**config.mk**
```make
export PLATFORM = sky130hd
export DESIGN_NAME = cgc_general_control
export DESIGN_NICKNAME = d
export VERILOG_FILES = /design/src/verilog/cgc_pkg.sv /design/src/verilog/cgc_general_control.sv
export SDC_FILE = /design/constraint.sdc
export NUM_CORES = 1
export LEC_CHECK = 0
export ABC_AREA = 1
export BUFFER_PORTS_ARGS = -buffer_cell sky130_fd_sc_hd__buf_2
export CAP_MARGIN = 40
export CORE_UTILIZATION = 41
export CTS_BUF_LIST = sky130_fd_sc_hd__clkbuf_16
export DETAILED_ROUTE_END_ITERATION = 12
export GPL_ROUTABILITY_DRIVEN = 0
export GPL_TIMING_DRIVEN = 0
export PLACE_DENSITY = 0.76
export SYNTH_ARGS = -nofsm -noshare
export SYNTH_HDL_FRONTEND = slang
export SYNTH_SLANG_ARGS = --single-unit
export TNS_END_PERCENT = 5
```
**constraint.sdc**
```tcl
create_clock -name clk -period 1.2 [get_ports clk]
set_clock_uncertainty 0.2 [all_clocks]
set_input_delay 0.3 -clock clk [delete_from_list [all_inputs] [get_ports clk]]
set_output_delay 0.3 -clock clk [all_outputs]
set_load 0.005 [all_outputs]
```
**src/verilog/cgc_pkg.sv**
```systemverilog
package cgc_pkg;
   // ------------------------------------------------------------
   // Register map and field positions
   // ------------------------------------------------------------
   localparam logic [7:0] CGC_GENERAL_CONTROL_ADDR = 8'hab;
   localparam logic [7:0] CGC_GENERAL_CONTROL_RESET = 8'h00;
   localparam int CGC_ABORT_BIT = 7;
   localparam int CGC_OVERLOAD_BIT = 6;
   localparam int CGC_TIME_TRIG_BIT = 5;
   localparam int CGC_CAPTURE_BIT = 4;
   localparam int CGC_LISTEN_BIT = 3;
   localparam int CGC_TEST_BIT = 2;
   localparam int CGC_ENABLE_BIT = 1;
   localparam int CGC_SOFT_RESET_BIT = 0;
   // ------------------------------------------------------------
   // Timing
   // ------------------------------------------------------------
   localparam int CGC_START_PERIODS = 2;
   localparam logic [1:0] CGC_START_CYCLES = 2'(CGC_START_PERIODS);

   // Controller activity state
   typedef enum logic [1:0] {CGC_STANDBY, CGC_STARTING, CGC_RUNNING, CGC_DRAINING} cgc_state_t;

   // Events reported by the protocol engine
   typedef struct packed {
      logic frameBusy;
      logic overloadStart;
      logic startOfFrame;
      logic endOfFrameLast;
   } cgc_events_t;

   // Mode controls driven to the protocol engine
   typedef struct packed {
      logic abortAll;
      logic overloadReq;
      logic timeTriggeredMode;
      logic captureAtFrameEnd;
      logic listenOnly;
      logic factoryTest;
      logic singleShot;
      logic noAck;
      logic freezeErrCounters;
   } cgc_modes_t;
endpackage

```
**src/verilog/cgc_general_control.sv**
```systemverilog
`timescale 1ns/10ps
`default_nettype none
module cgc_general_control
   import cgc_pkg::*;
(
   input wire logic clk,
   input wire logic resetn,
   input wire logic [7:0] sfrAddr,
   input wire logic [7:0] sfrWdata,
   input wire logic sfrWrite,
   input wire logic sfrRead,
   output logic [7:0] sfrRdata,
   input wire cgc_events_t engineEvents,
   input wire logic canRxPin,
   output cgc_modes_t modes,
   output logic controllerClockEnable,
   output logic controllerRun,
   output logic receiverActive,
   output logic canTxPin,
   input wire logic engineTx,
   output logic channelEnableClear,
   output logic softResetPulse,
   output logic timerRun,
   output logic timerCaptureStrobe,
   output logic enabledStateFlag,
   output logic canRxSync
);
   // ------------------------------------------------------------
   // Register address decode
   // ------------------------------------------------------------
   function automatic logic hitReg(input logic [7:0] a);
      return a == CGC_GENERAL_CONTROL_ADDR;
   endfunction

   logic [7:0] ctrl_q, ctrl_d;
   logic rxMeta_q, rxSync_q;
   logic softRst_q, softRst_d;
   cgc_state_t state_q, state_d;
   logic [1:0] startCnt_q, startCnt_d;
   logic [7:0] rdata_q, rdata_d;
   logic txOut_q, txOut_d;
   logic capture_q, capture_d;
   logic clkEn_q, clkEn_d;
   logic run_q, run_d;
   logic wr;

   assign wr = sfrWrite && hitReg(sfrAddr);

   // ------------------------------------------------------------
   // Control register next value; overload set wins over clear
   // ------------------------------------------------------------
   always_comb begin
      ctrl_d = ctrl_q;
      softRst_d = 1'h0;
      if (softRst_q) begin
         ctrl_d = CGC_GENERAL_CONTROL_RESET;
      end else begin
         if (wr) begin
            ctrl_d = sfrWdata;
            ctrl_d[CGC_SOFT_RESET_BIT] = 1'h0;
            softRst_d = sfrWdata[CGC_SOFT_RESET_BIT];
         end
         if (engineEvents.overloadStart && !(wr && sfrWdata[CGC_OVERLOAD_BIT])) begin
            ctrl_d[CGC_OVERLOAD_BIT] = 1'h0;
         end
      end
   end

   // Control register and soft reset; the pulse lives one cycle only
   always_ff @(posedge clk or negedge resetn) begin
      if (!resetn) begin
         ctrl_q <= CGC_GENERAL_CONTROL_RESET;
         softRst_q <= 1'h0;
      end else begin
         ctrl_q <= ctrl_d;
         softRst_q <= softRst_d;
      end
   end

   // Enable sequencing: two-period start, drain to frame end on disable
   always_comb begin
      state_d = state_q;
      startCnt_d = startCnt_q;
      unique case (state_q)
         CGC_STANDBY: begin
            if (ctrl_q[CGC_ENABLE_BIT]) begin
               state_d = CGC_STARTING;
               startCnt_d = CGC_START_CYCLES - 2'h1;
            end
         end
         CGC_STARTING: begin
            if (!ctrl_q[CGC_ENABLE_BIT]) begin
               state_d = CGC_STANDBY;
            end else if (startCnt_q == 2'h0) begin
               state_d = CGC_RUNNING;
            end else begin
               startCnt_d = startCnt_q - 2'h1;
            end
         end
         CGC_RUNNING: begin
            if (!ctrl_q[CGC_ENABLE_BIT]) begin
               state_d = CGC_DRAINING;
            end
         end
         CGC_DRAINING: begin
            if (ctrl_q[CGC_ENABLE_BIT]) begin
               state_d = CGC_RUNNING;
            end else if (!engineEvents.frameBusy) begin
               state_d = CGC_STANDBY;
            end
         end
      endcase
      if (softRst_q) begin
         state_d = CGC_STANDBY;
      end
      // Status flags follow the next state, so each leaves a flop
      clkEn_d = (state_d != CGC_STANDBY);
      run_d = (state_d == CGC_RUNNING) || (state_d == CGC_DRAINING);
   end

   // Sequencer state, start counter and status flags
   always_ff @(posedge clk or negedge resetn) begin
      if (!resetn) begin
         state_q <= CGC_STANDBY;
         startCnt_q <= 2'h0;
         clkEn_q <= 1'h0;
         run_q <= 1'h0;
      end else begin
         state_q <= state_d;
         startCnt_q <= startCnt_d;
         clkEn_q <= clkEn_d;
         run_q <= run_d;
      end
   end

   // Output path: transmit gating, capture select, read data
   always_comb begin
      logic active;
      active = (state_q == CGC_RUNNING) || (state_q == CGC_DRAINING);
      // Listening node never drives dominant, so forcing recessive is safe
      txOut_d = active && !ctrl_q[CGC_LISTEN_BIT] ? engineTx : 1'h1;
      capture_d = ctrl_q[CGC_TIME_TRIG_BIT] && active &&
                  (ctrl_q[CGC_CAPTURE_BIT] ? engineEvents.endOfFrameLast
                                           : engineEvents.startOfFrame);
      rdata_d = rdata_q;
      if (sfrRead && hitReg(sfrAddr)) begin
         rdata_d = ctrl_q;
         rdata_d[CGC_SOFT_RESET_BIT] = softRst_q;
      end
   end

   // ------------------------------------------------------------
   // Output flops: read data, transmit pin, capture strobe
   // ------------------------------------------------------------
   always_ff @(posedge clk or negedge resetn) begin
      if (!resetn) begin
         rdata_q <= CGC_GENERAL_CONTROL_RESET;
         txOut_q <= 1'h1;
         capture_q <= 1'h0;
      end else begin
         rdata_q <= rdata_d;
         txOut_q <= txOut_d;
         capture_q <= capture_d;
      end
   end

   // Receive pin synchroniser; idles recessive so no false edge after reset
   always_ff @(posedge clk or negedge resetn) begin
      if (!resetn) begin
         rxMeta_q <= 1'h1;
         rxSync_q <= 1'h1;
      end else begin
         rxMeta_q <= canRxPin;
         rxSync_q <= rxMeta_q;
      end
   end

   // ------------------------------------------------------------
   // Outputs, all from flip-flops
   // ------------------------------------------------------------
   assign sfrRdata = rdata_q;
   assign canTxPin = txOut_q;
   assign canRxSync = rxSync_q;
   assign timerCaptureStrobe = capture_q;
   assign softResetPulse = softRst_q;
   assign channelEnableClear = ctrl_q[CGC_ABORT_BIT];
   assign modes.abortAll = ctrl_q[CGC_ABORT_BIT];
   assign modes.overloadReq = ctrl_q[CGC_OVERLOAD_BIT];
   assign modes.timeTriggeredMode = ctrl_q[CGC_TIME_TRIG_BIT];
   assign modes.captureAtFrameEnd = ctrl_q[CGC_CAPTURE_BIT];
   assign modes.listenOnly = ctrl_q[CGC_LISTEN_BIT];
   assign modes.factoryTest = ctrl_q[CGC_TEST_BIT];
   assign modes.singleShot = ctrl_q[CGC_TIME_TRIG_BIT];
   assign modes.noAck = ctrl_q[CGC_LISTEN_BIT];
   assign modes.freezeErrCounters = ctrl_q[CGC_LISTEN_BIT];
   // Clock gate and run flags come from the sequencer's status flops
   assign controllerClockEnable = clkEn_q;
   assign controllerRun = run_q;
   // Receiver stays on while draining so a frame being received completes
   assign receiverActive = run_q;
   assign timerRun = run_q;
   assign enabledStateFlag = run_q;
endmodule
`default_nettype wire

```
==> out/qor.csv <==
metric;value;unit
Vias per Instance;4.70;
Max transition margin;0.623;
Hold Slack;-163;ps
Clock Tree Buf Depth;2;
Area Overhead vs Synth;38.9;%
layout cells sized above 1;0.554;
end of the worst register-to-register path;startCnt_q[0];
final setup vio count;31;
die width;55.7;um
DR iter-0 viols;23;
r2r setup slk;-80;ps
failing checks;hold timing, setup timing;
Avg WL per Cell;11.8;um
Max Fclk;706;MHz
GRT Overall Usage;0.173;
syn avg cell area;9.86;um2
measured slew at the worst slew-check pin;566;ps
area post-placement;1490;um2
FF-to-FF Start;startCnt_q[0];
crit end category;output port;
peak supply drop;1080;uV
area of the multi-input gates;399;um2
Synth Warn #;0;
family with the most delay on the worst path;flip-flops;
critical path class;reg2out;
DR vias;977;
CP dominant cell by count;buf_6;
CTS tree;done;
filler instances;231;
Die Y;55.7;um
Final Non-Filler Cells;208;
pin count of the biggest net entering global routing;27;
Layout Nets;205;
Root Driver;clkbuf_16;
Worst Setup SP;ctrl_q[3];
Final Hold Viols;23;
first-pass GRT wire length;4150;um
CP bufs+invs;2;
max_cap viols;0;
crit path to;modes[1];
most frequent cells in the layout;49 x buf_2, 21 x dfrtp_1, 18 x nand2_1, 12 x inv_1, 9 x buf_4;
Worst Hold Class;in2async;
drc violations;0;
Top Ports;53;
PD cells;1310;nW/um2
H-Tree Level Count;1;
setup ws final;-217;ps
crit-path max FO;4;
Clock Sinks;26;
ys async rst share;1.00;
synthesized instance count;120;
Slew Viols, Final;0;
TritonRoute pass-1 iters;2;
commonest non-fill, non-tap cell in the layout;buf_2;
Reg area;657;um2
Inserted Clock Buffers;3;
number of flops mapped to enable cells by yosys;0;
crit path DAT;920;ps
HPWL after DPL;1900;um
cell area after layout;1640;um2
register area share after synthesis;0.553;
Clock transition at path regs;60;ps
Post-Place Cells;203;
n_diodes;0;
RSZ-0062 raised after global routing;yes;
Yosys reg bits;26;
vias in the first global route;977;
cells on worst reg2reg path;8;
leakage;0.878;nW
CP Cell Sequence;buf_6 > buf_6;
worst path required time;700;ps
CTS Hold Bufs;1;
status;complete, but fails checks;
slowest cell delay on critical path;440;ps
critical path launch point type;flop;
CP max stage cell;dfrtp_2;
drt total wl;2450;um
I/O Buffers;52;
area of the mapped netlist;1180;um2
worst slack, placed;-261;ps
Die Area;3110;um2
Mapped Nets;147;
Tcrit/Tclk final;1.18;
Unique masters post-synth;23;
top_reg_cell synth;dfrtp_1;
WP depth;2;
Rows;19;
Final ANT Viol Nets;0;
initial antenna violation count;0;
GR Overflow Total;0;
Initial Utilization;0.433;
Worst-Skew Late Latency;250;ps
Tmin final;1420;ps
core area;2730;um2
-- Yosys cell counts, types with 2 or more instances --
cell	count	area (um2)
dfrtp_1	23	576
nand2_1	22	82.6
inv_1	14	52.6
buf_4	12	90.1
o21ai_2	8	70.1
nand3_1	7	35.0
nor2_1	5	18.8
a21oi_1	4	20.0
o21ai_1	4	20.0
dfstp_2	3	78.8
inv_2	3	11.3
nand2_2	2	12.5
nor2_4	2	22.5
o21ai_0	2	10.0
-- metal layers --
layer	routed length, um	track usage	share of wire
met5	0	0	0
met4	23	0.0750	0.0094
met1	995	0.192	0.41
met3	115	0.0279	0.047
met2	1320	0.324	0.54
-- state kept, by name (all words and copies together) (netlist names) --
signal	count
softResetPulse	1
controllerClockEnable	1
timerCaptureStrobe	1
canTxPin	1
state_q	2
canRxSync	1
sfrRdata	8
controllerRun	1
rxMeta_q	1
startCnt_q	2
ctrl_q	7
-- worst register-to-register path, cell delays in order (launching register included) --
cell	delay, ps
dfrtp_1	360
inv_2	60
ha_4	150
nand2_2	70
nand2_4	60
nor2_4	110
nand2_2	60
nand2_1	60
nand2_1	40
-- repair_timing --
action	4_1_cts	5_1_grt
setup buffers	0	0
hold endpoints to repair	24	23
gates resized for setup	8	12
endpoints found under the setup margin	36	38
pin swaps	3	0
-- per-stage QoR --
step | power [mW] | util | TNS (ps)
after floorplan | 1.22 | - | -96.2
after global placement | 1.35 | 0.544 | -2330
after detailed placement | 1.38 | 0.544 | -3280
after CTS | 2.13 | 0.588 | -4040
after global routing | 2.27 | 0.601 | -4890
final | 2.16 | 0.601 | -3680
-- how the worst min path moves through the flow --
stage | from | end | depth (start not counted)
finish | resetn | ctrl_q[4] | 1
floorplan | resetn | controllerClockEnable | 0
CTS | resetn | sfrRdata[4] | 1
global route | resetn | startCnt_q[1] | 1
detailed placement | resetn | startCnt_q[0] | 1
global placement | resetn | startCnt_q[1] | 1
-- cells by family (layout without fill, tap and decap cells) --
kind of cell    after synthesis  count (layout)  synth area share
flops                        26              26             0.553
buf+inv                      30              87             0.140
simple gates                 44              44             0.190
compound gates               19              19             0.107
fa+ha+maj                     1               1            0.0106
-- power breakdown --
group | leakage [nW] | internal, mW | switching (mW)
registers | 0.345 | 0.962 | 0.0470
logic | 0.495 | 0.224 | 0.210
clock network | 0.0385 | 0.445 | 0.270
total | 0.878 | 1.63 | 0.527
-- cell type report --
class                   count  area share
flip-flops and latches     26       0.400
clock buffers               3      0.0457
clock inverters             1     0.00228
plain buffers              13      0.0685
repair buffers             53       0.176
multi-input cells          64       0.243
inverters                  17      0.0419
well taps                  31      0.0236
Note: power is estimated with default switching activity, not from simulation.
